[config.mk]
export PLATFORM = sky130hd
export DESIGN_NAME = mem_address_map
export DESIGN_NICKNAME = d
export VERILOG_FILES = /design/src/mem_map_pkg.sv /design/src/mem_address_map.sv
export SDC_FILE = /design/constraint.sdc
export NUM_CORES = 1
export LEC_CHECK = 0
export ABC_CLOCK_PERIOD_IN_PS = 3200
export BUFFER_PORTS_ARGS = -buffer_cell sky130_fd_sc_hd__clkbuf_2
export CAP_MARGIN = 20
export CELL_PAD_IN_SITES_DETAIL_PLACEMENT = 1
export CELL_PAD_IN_SITES_GLOBAL_PLACEMENT = 2
export CORE_UTILIZATION = 27
export CTS_BUF_LIST = sky130_fd_sc_hd__clkbuf_2
export DETAILED_ROUTE_END_ITERATION = 6
export GPL_TIMING_DRIVEN = 1
export PLACE_DENSITY_LB_ADDON = 0.1
export SETUP_SLACK_MARGIN = 0.3
export SLEW_MARGIN = 20
export SYNTH_ARGS = -nofsm -noshare
export SYNTH_HDL_FRONTEND = slang
export SYNTH_SLANG_ARGS = --single-unit
[constraint.sdc]
create_clock -name sys_clk -period 3.2 [get_ports sys_clk]
set_input_delay 0.32 -clock sys_clk [delete_from_list [all_inputs] [get_ports sys_clk]]
set_output_delay 0.32 -clock sys_clk [all_outputs]
set_load 0.01 [all_outputs]
[src/mem_map_pkg.sv]
// Constants for the program and data memory address map of the 8-bit core.
package mem_map_pkg;

  // ---------------------------------------------------------------
  // Program memory
  // ---------------------------------------------------------------
  localparam int          PC_W          = 10;
  localparam logic [9:0]  VEC_RESET     = 10'h000;
  localparam logic [9:0]  VEC_SOFT_IRQ  = 10'h001;
  localparam logic [9:0]  VEC_HW_IRQ    = 10'h008;
  localparam int          STACK_DEPTH   = 8;
  localparam int          STACK_PTR_W   = 3;

  // ---------------------------------------------------------------
  // Register pages
  // ---------------------------------------------------------------
  localparam int          RADDR_W       = 6;
  localparam int          GPR_FIRST     = 16;
  localparam int          GPR_COUNT     = 48;
  localparam logic [5:0]  SFR_LAST      = 6'h0f;
  localparam int          BANK_HI       = 7;
  localparam int          BANK_LO       = 6;

  // R-page offsets.
  localparam logic [5:0]  R_INDIRECT_ACCESS_PORT = 6'h00;
  localparam logic [5:0]  R_TIMER0_COUNT         = 6'h01;
  localparam logic [5:0]  R_PROG_COUNTER_LOW     = 6'h02;
  localparam logic [5:0]  R_ALU_STATUS_FLAGS     = 6'h03;
  localparam logic [5:0]  R_INDIRECT_POINTER     = 6'h04;
  localparam logic [5:0]  R_PORT_B_DATA          = 6'h06;
  localparam logic [5:0]  R_POWER_CONTROL        = 6'h08;
  localparam logic [5:0]  R_PORT_B_DATA_WAKE_ENABLE    = 6'h09;
  localparam logic [5:0]  R_PROG_COUNTER_HIGH_BUF = 6'h0a;
  localparam logic [5:0]  R_PULL_LOW_CONTROL     = 6'h0b;
  localparam logic [5:0]  R_PULL_HIGH_CONTROL    = 6'h0c;
  localparam logic [5:0]  R_IRQ_ENABLE_MASK      = 6'h0e;
  localparam logic [5:0]  R_IRQ_FLAG_BITS        = 6'h0f;

  // F-page offsets.
  localparam logic [3:0]  F_PORT_DIRECTION_CONTROL = 4'h6;
  localparam logic [3:0]  F_PRESCALER0_VALUE       = 4'ha;
  localparam logic [3:0]  F_OPEN_DRAIN_CONTROL     = 4'hc;
  localparam logic [3:0]  F_POWER_CONTROL_EXT      = 4'hf;

  // S-page offsets.
  localparam logic [3:0]  S_TIMER1_COUNT        = 4'h0;
  localparam logic [3:0]  S_TIMER1_CONTROL_A    = 4'h1;
  localparam logic [3:0]  S_TIMER1_CONTROL_B    = 4'h2;
  localparam logic [3:0]  S_PWM_DUTY_CYCLE      = 4'h3;
  localparam logic [3:0]  S_PRESCALER1_VALUE    = 4'h4;
  localparam logic [3:0]  S_BUZZER_CONTROL      = 4'h5;
  localparam logic [3:0]  S_INFRARED_CARRIER_CTL = 4'h6;
  localparam logic [3:0]  S_TABLE_READ_HIGH_PTR = 4'h7;
  localparam logic [3:0]  S_TABLE_READ_HIGH_DATA = 4'h8;
  localparam logic [3:0]  S_OSCILLATOR_CONTROL  = 4'hf;

  // Reset values of the registers held here.
  localparam logic [7:0]  RST_INDIRECT_POINTER = 8'h00;
  localparam logic [7:0]  RST_PC_HIGH_BUF      = 8'h00;
  localparam logic [7:0]  RST_ZERO             = 8'h00;
  localparam logic [2:0]  RST_STACK_PTR        = 3'h0;

  // ---------------------------------------------------------------
  // Program-flow operations from the fetch and execute logic
  // ---------------------------------------------------------------
  typedef enum logic [3:0] {
    FLOW_NEXT,
    FLOW_MEDIUM_JUMP,
    FLOW_SHORT_CALL,
    FLOW_PAGE_JUMP_ALT,
    FLOW_PAGE_SUBROUTINE_ALT,
    FLOW_LONG_JUMP,
    FLOW_LONG_SUBROUTINE_JUMP,
    FLOW_SUB_EXIT,
    FLOW_EXIT_WITH_LITERAL,
    FLOW_INTERRUPT_EXIT,
    FLOW_SOFT_IRQ,
    FLOW_HW_IRQ,
    FLOW_HOLD
  } flow_op_t;

  // Register page selected by the accessing instruction.
  typedef enum logic [1:0] {
    PAGE_R,
    PAGE_F,
    PAGE_S
  } page_t;

endpackage

[src/mem_address_map.sv]
// Program counter, return stack and data-memory decoder of the 8-bit core.
`timescale 1ns/1ns
`default_nettype none

module mem_address_map
  import mem_map_pkg::*;
(
  // Clock and reset
  input  wire logic             sys_clk,
  input  wire logic             sys_rst,
  // Program flow from the execute stage
  input  wire flow_op_t         flow_op,
  input  wire logic [9:0]       flow_target,
  output logic      [9:0]       prog_counter,
  output logic      [2:0]       stack_level,
  // Data access from the execute stage
  input  wire page_t            acc_page,
  input  wire logic [5:0]       acc_opcode_addr,
  input  wire logic             acc_rd,
  input  wire logic             acc_wr,
  input  wire logic [7:0]       acc_wdata,
  output logic      [7:0]       acc_rdata,
  // Peripheral register port, decoded into flat page addresses
  output logic      [1:0]       periph_page,
  output logic      [3:0]       periph_addr,
  output logic                  periph_rd,
  output logic                  periph_wr,
  output logic      [7:0]       periph_wdata,
  input  wire logic [7:0]       periph_rdata,
  // Live pointer value
  output logic      [7:0]       indirect_pointer
);

  // ---------------------------------------------------------------
  // Storage
  // ---------------------------------------------------------------
  logic [9:0] pc_reg;
  logic [9:0] pc_next;
  logic [9:0] stack_mem [STACK_DEPTH];
  logic [2:0] sp_reg;
  logic [7:0] fsr_reg;
  logic [7:0] prog_counter_high_buffer_reg;
  logic [7:0] scratch_mem [GPR_COUNT];
  logic [9:0] pc_plus1;
  logic       push_en;
  logic       pop_en;
  logic [2:0] sp_top;

  assign pc_plus1 = pc_reg + 10'h001;
  assign sp_top   = sp_reg - 3'h1;

  // ---------------------------------------------------------------
  // Program counter
  // ---------------------------------------------------------------
  always_comb
  begin
    pc_next = pc_plus1;
    push_en = 1'b0;
    pop_en  = 1'b0;
    case (flow_op)
      FLOW_NEXT:
        pc_next = pc_plus1;
      FLOW_MEDIUM_JUMP:
        pc_next = {prog_counter_high_buffer_reg[1], flow_target[8:0]};
      FLOW_SHORT_CALL:
      begin
        pc_next = {prog_counter_high_buffer_reg[1:0], flow_target[7:0]};
        push_en = 1'b1;
      end
      FLOW_PAGE_JUMP_ALT:
        pc_next = {prog_counter_high_buffer_reg[1:0], flow_target[7:0]};
      FLOW_PAGE_SUBROUTINE_ALT:
      begin
        pc_next = {prog_counter_high_buffer_reg[1:0], flow_target[7:0]};
        push_en = 1'b1;
      end
      FLOW_LONG_JUMP:
        pc_next = flow_target;
      FLOW_LONG_SUBROUTINE_JUMP:
      begin
        pc_next = flow_target;
        push_en = 1'b1;
      end
      FLOW_SUB_EXIT, FLOW_EXIT_WITH_LITERAL, FLOW_INTERRUPT_EXIT:
      begin
        pc_next = stack_mem[sp_top];
        pop_en  = 1'b1;
      end
      FLOW_SOFT_IRQ:
      begin
        pc_next = VEC_SOFT_IRQ;
        push_en = 1'b1;
      end
      FLOW_HW_IRQ:
      begin
        pc_next = VEC_HW_IRQ;
        push_en = 1'b1;
      end
      FLOW_HOLD:
        pc_next = pc_reg;
      default:
        pc_next = pc_plus1;
    endcase
  end

  // Interrupt entry pushes the address of the instruction not yet run;
  // a call pushes the address after the calling instruction.
  logic [9:0] push_value;
  always_comb
  begin
    case (flow_op)
      FLOW_SOFT_IRQ, FLOW_HW_IRQ:
        push_value = pc_reg;
      default:
        push_value = pc_plus1;
    endcase
  end

  // Direct writes to the low counter byte take the high bits from the buffer.
  logic pcl_write;

  always_ff @(posedge sys_clk)
  begin
    if (sys_rst)
      pc_reg <= VEC_RESET;
    else if (pcl_write)
      pc_reg <= {prog_counter_high_buffer_reg[1:0], acc_wdata};
    else
      pc_reg <= pc_next;
  end

  // ---------------------------------------------------------------
  // Return stack
  // ---------------------------------------------------------------
  // A direct write to the low counter byte replaces the flow step, so the
  // stack stays put in that cycle.
  logic push_go;
  logic pop_go;
  assign push_go = push_en && !pcl_write && !sys_rst;
  assign pop_go  = pop_en && !pcl_write;

  always_ff @(posedge sys_clk)
  begin
    if (sys_rst)
      sp_reg <= RST_STACK_PTR;
    else if (push_go)
      sp_reg <= sp_reg + 3'h1;
    else if (pop_go)
      sp_reg <= sp_top;
  end

  always_ff @(posedge sys_clk)
  begin
    if (push_go)
      stack_mem[sp_reg] <= push_value;
  end

  // ---------------------------------------------------------------
  // Data address decode
  // ---------------------------------------------------------------
  logic [5:0] r_addr;
  logic       r_sel;
  logic       is_gpr;
  logic [5:0] gpr_idx;

  logic [1:0] bank_select;
  assign bank_select = fsr_reg[BANK_HI:BANK_LO];

  logic [7:0] bank_addr;
  assign bank_addr = (acc_opcode_addr == R_INDIRECT_ACCESS_PORT) ?
                     {bank_select, fsr_reg[5:0]} : {bank_select, acc_opcode_addr};
  assign r_addr = bank_addr[5:0];
  assign r_sel   = (acc_page == PAGE_R);
  assign is_gpr  = (r_addr > SFR_LAST);
  assign gpr_idx = r_addr - 6'(GPR_FIRST);

  // ---------------------------------------------------------------
  // Registers held in this block
  // ---------------------------------------------------------------
  logic r_wr;
  logic scratch_wr;
  logic fsr_wr;
  logic prog_counter_high_buffer_wr;

  // Reset blocks every write, so a strobe left high cannot land in it.
  assign r_wr       = r_sel && acc_wr && !sys_rst;
  assign scratch_wr = r_wr && is_gpr;
  assign fsr_wr     = r_wr && (r_addr == R_INDIRECT_POINTER);
  assign prog_counter_high_buffer_wr  = r_wr && (r_addr == R_PROG_COUNTER_HIGH_BUF);
  assign pcl_write  = r_wr && (r_addr == R_PROG_COUNTER_LOW);

  always_ff @(posedge sys_clk)
  begin
    if (scratch_wr)
      scratch_mem[gpr_idx] <= acc_wdata;
  end

  always_ff @(posedge sys_clk)
  begin
    if (sys_rst)
      fsr_reg <= RST_INDIRECT_POINTER;
    else if (fsr_wr)
      fsr_reg <= acc_wdata;
  end

  always_ff @(posedge sys_clk)
  begin
    if (sys_rst)
      prog_counter_high_buffer_reg <= RST_PC_HIGH_BUF;
    else if (prog_counter_high_buffer_wr)
      prog_counter_high_buffer_reg <= acc_wdata;
  end

  // Bank-0 special registers outside this block go to the peripheral port.
  logic r_ext;
  always_comb
  begin
    case (r_addr)
      R_TIMER0_COUNT, R_ALU_STATUS_FLAGS, R_PORT_B_DATA, R_POWER_CONTROL,
      R_PORT_B_DATA_WAKE_ENABLE, R_PULL_LOW_CONTROL, R_PULL_HIGH_CONTROL,
      R_IRQ_ENABLE_MASK, R_IRQ_FLAG_BITS:
        r_ext = 1'b1;
      default:
        r_ext = 1'b0;
    endcase
  end

  logic       pg_ext;
  logic [3:0] pg_addr;
  assign pg_addr = acc_opcode_addr[3:0];
  always_comb
  begin
    pg_ext = 1'b0;
    if (acc_page == PAGE_F)
    begin
      case (pg_addr)
        F_PORT_DIRECTION_CONTROL, F_PRESCALER0_VALUE, F_OPEN_DRAIN_CONTROL,
        F_POWER_CONTROL_EXT:
          pg_ext = 1'b1;
        default:
          pg_ext = 1'b0;
      endcase
    end
    else if (acc_page == PAGE_S)
    begin
      case (pg_addr)
        S_TIMER1_COUNT, S_TIMER1_CONTROL_A, S_TIMER1_CONTROL_B, S_PWM_DUTY_CYCLE,
        S_PRESCALER1_VALUE, S_BUZZER_CONTROL, S_INFRARED_CARRIER_CTL,
        S_TABLE_READ_HIGH_PTR, S_TABLE_READ_HIGH_DATA, S_OSCILLATOR_CONTROL:
          pg_ext = 1'b1;
        default:
          pg_ext = 1'b0;
      endcase
    end
  end

  logic ext_hit;
  assign ext_hit = (r_sel && !is_gpr && r_ext) || pg_ext;

  assign periph_rd    = ext_hit && acc_rd;
  assign periph_wr    = ext_hit && acc_wr;
  assign periph_page  = r_sel ? 2'(PAGE_R) : 2'(acc_page);
  assign periph_addr  = r_sel ? r_addr[3:0] : pg_addr;
  assign periph_wdata = acc_wdata;

  // ---------------------------------------------------------------
  // Read data
  // ---------------------------------------------------------------
  // zero for unmapped reads
  always_comb
  begin
    acc_rdata = RST_ZERO;
    if (ext_hit)
      acc_rdata = periph_rdata;
    else if (r_sel && is_gpr)
      acc_rdata = scratch_mem[gpr_idx];
    else if (r_sel)
    begin
      case (r_addr)
        R_PROG_COUNTER_LOW:      acc_rdata = pc_reg[7:0];
        R_INDIRECT_POINTER:      acc_rdata = fsr_reg;
        R_PROG_COUNTER_HIGH_BUF: acc_rdata = prog_counter_high_buffer_reg;
        default:                 acc_rdata = RST_ZERO;
      endcase
    end
  end

  // ---------------------------------------------------------------
  // Outputs
  // ---------------------------------------------------------------
  // ten-bit counter out
  assign prog_counter     = pc_reg;
  assign stack_level      = sp_reg;
  assign indirect_pointer = fsr_reg;

endmodule // mem_address_map

`default_nettype wire

==> impl_summary.txt <==
----------------------------------------------------
[Outcome]
  Result of the run ... complete, but fails checks
  Violations in the final reports ... design-rule violations, negative setup slack

[GRT]
  Overflow after GRT ... 0
  Number of global-route vias before repair ... approximately 16k
  Global Route Usage Sum ... 20.45%
  Antenna violations before repair ... 4
  First-pass GRT wire length ... 112900 um
  Pin count of the biggest net entering global routing ... 52

[Clocking]
  Clock tree from TritonCTS ... built
  Clk sink count ... 493
  H-tree Lvls ... 4
  Latest clock arrival within the worst-skew pair ... 1.32 ns
  Clock root buffer ... sky130_fd_sc_hd__clkbuf_2
  Inserted Clock Buffers ... 139
  Clock transition at the registers of the reported paths ... 0.08 ns
  Maximum number of buffers from clock root to sink ... 3

[Layout]
  Area growth from synthesis to final layout ... 31.92%
  Largest Register ... scratch_mem
  Fraction of final layout cells with drive strength greater than 1 ... ~41%
  Number of flip-flops under the largest register name ... 384
  Non-filler cells, final ... a little under 3k
  Count of nets after finishing ... approximately 1.9k
  Filler instances ... 8054

[Routing]
  Overall routed net length ... just under 80000 um
  DR WL/cell ... approximately 27 um
  Vias after detailed routing ... roughly 15k
  Number of iterations in the first detailed-routing pass ... 7
  Number of nets with antenna violations after detailed routing ... 0
  Via density ... 4.872
  Number of DRC violations after detailed-routing iteration 0 ... 1011
  DRC violations left ... 23

[Logic synthesis]
  Average cell area after synthesis ... 15.36 um2
  Count of mapped cells out of synthesis ... 1355
  Part of the Yosys area used for sequential elements ... between 60% and 70%
  Fraction of registers with async set/reset ... 0%
  Number of nets in the synthesized netlist ... 1404
  Synth cell types ... between 70 and 80
  Post-synthesis sequential element count ... 493
  Most used DFF post-synth ... sky130_fd_sc_hd__edfxtp_1
  Synthesis warning total ... 0
  Number of flops mapped to enable cells by yosys ... 464
  Cell area after technology mapping ... 20810 um2

[Pwr]
  Sw power ... 3.923 mW
  Share of power burned in combinational logic ... 12.8%
  Cell internal power dissipation ... 9.708 mW
  Relative contribution of sequential cells to total power ... 52.5%
  Maximum VDD drop ... 239.9 uV
  Net Sw Frac ... ~29%
  Clock group share of total power ... 34.7%
  Sum of internal, switching and leakage power ... 13.63 mW
  Pleak ... roughly 9.8 nW
  Power density cells ... about 500 nW/um2

[Worst setup path]
  CP Data Required Time ... 2.88 ns
  CP peak stage delay ... roughly 0.38 ns
  Cell type with the highest occurrence count on the critical path ... sky130_fd_sc_hd__buf_12
  Startpoint Class ... flop
  Critical Path, Cell by Cell ... nor2b_4 > a21o_4 > buf_12 > buf_12 > buf_12 > mux4_2 > a211o_4 > nor3_4 > o41ai_4 > buf_4 > clkbuf_2
  Crit Path Max Fanout ... 7
  Type of the worst setup path ... reg -> out
  Crit path capture type ... output pin
  Worst-path cell with the longest stage delay ... sky130_fd_sc_hd__dfxtp_4
  Worst EP arrival ... 3.88 ns
  Count of buffer and inverter cells on the critical path ... 5
  Kind of cell with the highest combined delay on the critical path ... compound AO/OA/AOI/OAI gates

[Timing]
  Transition at the pin with the smallest max-transition slack ... between 1 and 1.5 ns
  Hold Violations, Final ... 0
  Minimum hold slack ... 0.1594 ns
  Share of the clock period used by the worst path after layout ... 131.1%
  Final Setup Violations ... 10
  Normalized max-slew margin ... 32.51%
  Final critical-path required period ... 4.196 ns
  Clk_skew ... 0.1047 ns
  Unrepaired setup endpoints after global routing ... yes
  Fin. max-slew vios ... 0
  Achievable frequency ... 0.2383 GHz
  Final critical-path setup slack ... -0.9962 ns

[Die]
  Initial core utilization ... 27.36%
  Number of core rows ... ~100
  Die area ... between 70000 and 80000 um2
  Count of boundary I/O pins ... 87
  Die Height ... 279.6 um
  Area of the core region ... approximately 76000 um2
  Chip width ... 279.6 um

[Place]
  Placed instance count ... 2658
  DP HPWL ... 54410 um
  GP Congestion ... 0.8101
  Port buffer count ... 86

[Worst hold path]
  Path type of the worst min-delay path ... in -> reg

[Flow run]
  MaxCap Viol Count ... 0

----------------------------------------------------
## cell families after synthesis
family / count (synthesis) / synth area share [%]
buffers and inverters: 105 / 2.549
and+or+nand+nor: 343 / 7.798
adders and majority gates: 7 / 0.4208
muxes: 118 / 9.126
xor gates and xnor gates: 18 / 0.7575
AOI/OAI and AO/OA: 271 / 9.608
DFF: 493 / 69.74
## per-layer routing
layer | part of all wire, % | GRT usage [%] | wire [um]
met1 | 46 | 27.53 | 36330
met5 | 0 | 0 | 0
met2 | 48 | 33.43 | 37990
met3 | 4.5 | 4.112 | 3522
met4 | 1.6 | 5.549 | 1289
## path summary, 6_finish.rpt
| check | from | end | slack (ns) | depth (start not counted) |
|---|---|---|---|---|
| min | acc_wdata[7] | indirect_pointer[7] | 0.16 | 4 |
| max reg2reg | indirect_pointer[1] | stack_mem[0][8] | 0.46 | 10 |
| min reg2reg | prog_counter_high_buffer_reg[3] | prog_counter_high_buffer_reg[3] | 0.49 | 2 |
| max | indirect_pointer[1] | acc_rdata[1] | -1.0 | 11 |
## cells in the final DEF (no fill, tap or decap), types with 6 or more instances in the layout
| master | synthesis | routed |
|---|---|---|
| sky130_fd_sc_hd__and3_1 | 7 | 6 |
| sky130_fd_sc_hd__and2_1 | 7 | 6 |
| sky130_fd_sc_hd__a211oi_1 | 7 | 6 |
| sky130_fd_sc_hd__o211ai_1 | 7 | 7 |
| sky130_fd_sc_hd__dlygate4sd3_1 | 0 | 44 |
| sky130_fd_sc_hd__a22oi_1 | 16 | 14 |
| sky130_fd_sc_hd__a21oi_1 | 44 | 38 |
| sky130_fd_sc_hd__mux4_1 | 21 | 16 |
| sky130_fd_sc_hd__dfxtp_1 | 29 | 23 |
| sky130_fd_sc_hd__a21oi_2 | 0 | 6 |
| sky130_fd_sc_hd__a31oi_1 | 15 | 8 |
| sky130_fd_sc_hd__o21ai_0 | 38 | 33 |
| sky130_fd_sc_hd__mux2_2 | 41 | 35 |
| sky130_fd_sc_hd__a211o_1 | 18 | 12 |
| sky130_fd_sc_hd__a32oi_1 | 9 | 7 |
| sky130_fd_sc_hd__clkinv_1 | 0 | 25 |
| sky130_fd_sc_hd__nor2_4 | 0 | 8 |
| sky130_fd_sc_hd__mux2_4 | 0 | 6 |
| sky130_fd_sc_hd__o22ai_1 | 13 | 8 |
| sky130_fd_sc_hd__mux4_2 | 26 | 31 |
| sky130_fd_sc_hd__nand2_1 | 120 | 119 |
| sky130_fd_sc_hd__buf_4 | 12 | 253 |
| sky130_fd_sc_hd__nor2_2 | 1 | 15 |
| sky130_fd_sc_hd__nor2_1 | 94 | 72 |
| sky130_fd_sc_hd__ha_1 | 7 | 7 |
| sky130_fd_sc_hd__nand3b_1 | 13 | 13 |
| sky130_fd_sc_hd__xnor2_1 | 11 | 11 |
| sky130_fd_sc_hd__edfxtp_1 | 464 | 464 |
| sky130_fd_sc_hd__nand2b_1 | 15 | 14 |
| sky130_fd_sc_hd__nor3_1 | 17 | 12 |
| sky130_fd_sc_hd__xor2_1 | 7 | 7 |
| sky130_fd_sc_hd__clkbuf_2 | 1 | 277 |
| sky130_fd_sc_hd__inv_6 | 0 | 6 |
| sky130_fd_sc_hd__diode_2 | 0 | 8 |
| sky130_fd_sc_hd__mux2i_1 | 30 | 28 |
| sky130_fd_sc_hd__buf_12 | 2 | 34 |
| sky130_fd_sc_hd__a222oi_1 | 43 | 43 |
| sky130_fd_sc_hd__inv_1 | 11 | 11 |
| sky130_fd_sc_hd__nand3_1 | 34 | 30 |
| sky130_fd_sc_hd__buf_6 | 2 | 19 |
## power by group through the flow
stage,combinational [mW],clock [mW],sequential (mW)
floorplan,0.725,0,7.28
global placement,1.54,0,7.30
detailed placement,1.54,0,7.30
CTS,1.75,4.96,7.15
finish,1.74,4.74,7.15
global route,1.86,5.27,7.16
## worst reg2reg max path: cells and delay by family (launching register included)
kind,cells,cell delay [ns]
AO/OA/AOI/OAI,1,0.33
AND/OR/NAND/NOR,5,0.98
flip-flops,1,0.38
buffers and inverters,4,0.61
## synth_stat cells (8+ instances only)
cell | n | area [um2]
sky130_fd_sc_hd__nand2b_1 | 15 | 93.84
sky130_fd_sc_hd__nand3b_1 | 13 | 97.59
sky130_fd_sc_hd__nand2_1 | 120 | 450.4
sky130_fd_sc_hd__mux4_2 | 26 | 585.6
sky130_fd_sc_hd__xnor2_1 | 11 | 96.34
sky130_fd_sc_hd__nor3_1 | 17 | 85.08
sky130_fd_sc_hd__clkbuf_1 | 54 | 202.7
sky130_fd_sc_hd__inv_1 | 11 | 41.29
sky130_fd_sc_hd__a2bb2oi_1 | 8 | 70.07
sky130_fd_sc_hd__o21ai_0 | 38 | 190.2
sky130_fd_sc_hd__a222oi_1 | 43 | 430.4
sky130_fd_sc_hd__nor2_1 | 94 | 352.8
sky130_fd_sc_hd__a31oi_1 | 15 | 93.84
sky130_fd_sc_hd__dfxtp_1 | 29 | 580.6
sky130_fd_sc_hd__a32oi_1 | 9 | 78.83
sky130_fd_sc_hd__a22oi_1 | 16 | 120.1
sky130_fd_sc_hd__mux4_1 | 21 | 551.8
sky130_fd_sc_hd__o31ai_1 | 8 | 60.06
sky130_fd_sc_hd__mux2i_1 | 30 | 300.3
sky130_fd_sc_hd__edfxtp_1 | 464 | 13930
sky130_fd_sc_hd__nand3_1 | 34 | 170.2
sky130_fd_sc_hd__buf_4 | 12 | 90.09
sky130_fd_sc_hd__o22ai_1 | 13 | 81.33
sky130_fd_sc_hd__buf_2 | 16 | 80.08
sky130_fd_sc_hd__a211o_1 | 18 | 157.7
sky130_fd_sc_hd__mux2_2 | 41 | 461.7
sky130_fd_sc_hd__a21oi_1 | 44 | 220.2
## per-stage QoR
stage	setup TNS [ns]	area (um2)	worst slack, ns	utilization, %
2_1_floorplan	0	20890	0.1119	-
3_3_place_gp	-15.03	24620	-0.6592	32.37
3_5_place_dp	-14.11	24620	-0.6700	32.37
4_1_cts	-10.50	27270	-1.180	35.85
5_1_grt	-10.89	27450	-1.215	36.08
6_report	-8.688	27460	-0.9962	36.09
## final cells by class
| cell class | count | area [um2] | area share, % |
|---|---|---|---|
| timing repair buffer | 441 | 3819 | 13.91 |
| sequential | 493 | 14530 | 52.93 |
| clock buffer | 196 | 980.9 | 3.573 |
| multi-input combinational | 757 | 6475 | 23.58 |
| clock inverter | 45 | 299.0 | 1.089 |
| tap | 1030 | 1289 | 4.694 |
| antenna | 8 | 20.02 | 0.07292 |
| inverter | 11 | 41.29 | 0.1504 |
## what timing repair did
item,in CTS,in global routing
setup endpoints to repair,24,60
hold buffers,44,0
hold endpoints to repair,632,0
cloned,4,0
resized for setup,142,31
setup buffers,23,3
pin swaps,52,20
No activity file was read; power rests on OpenSTA's default activity.
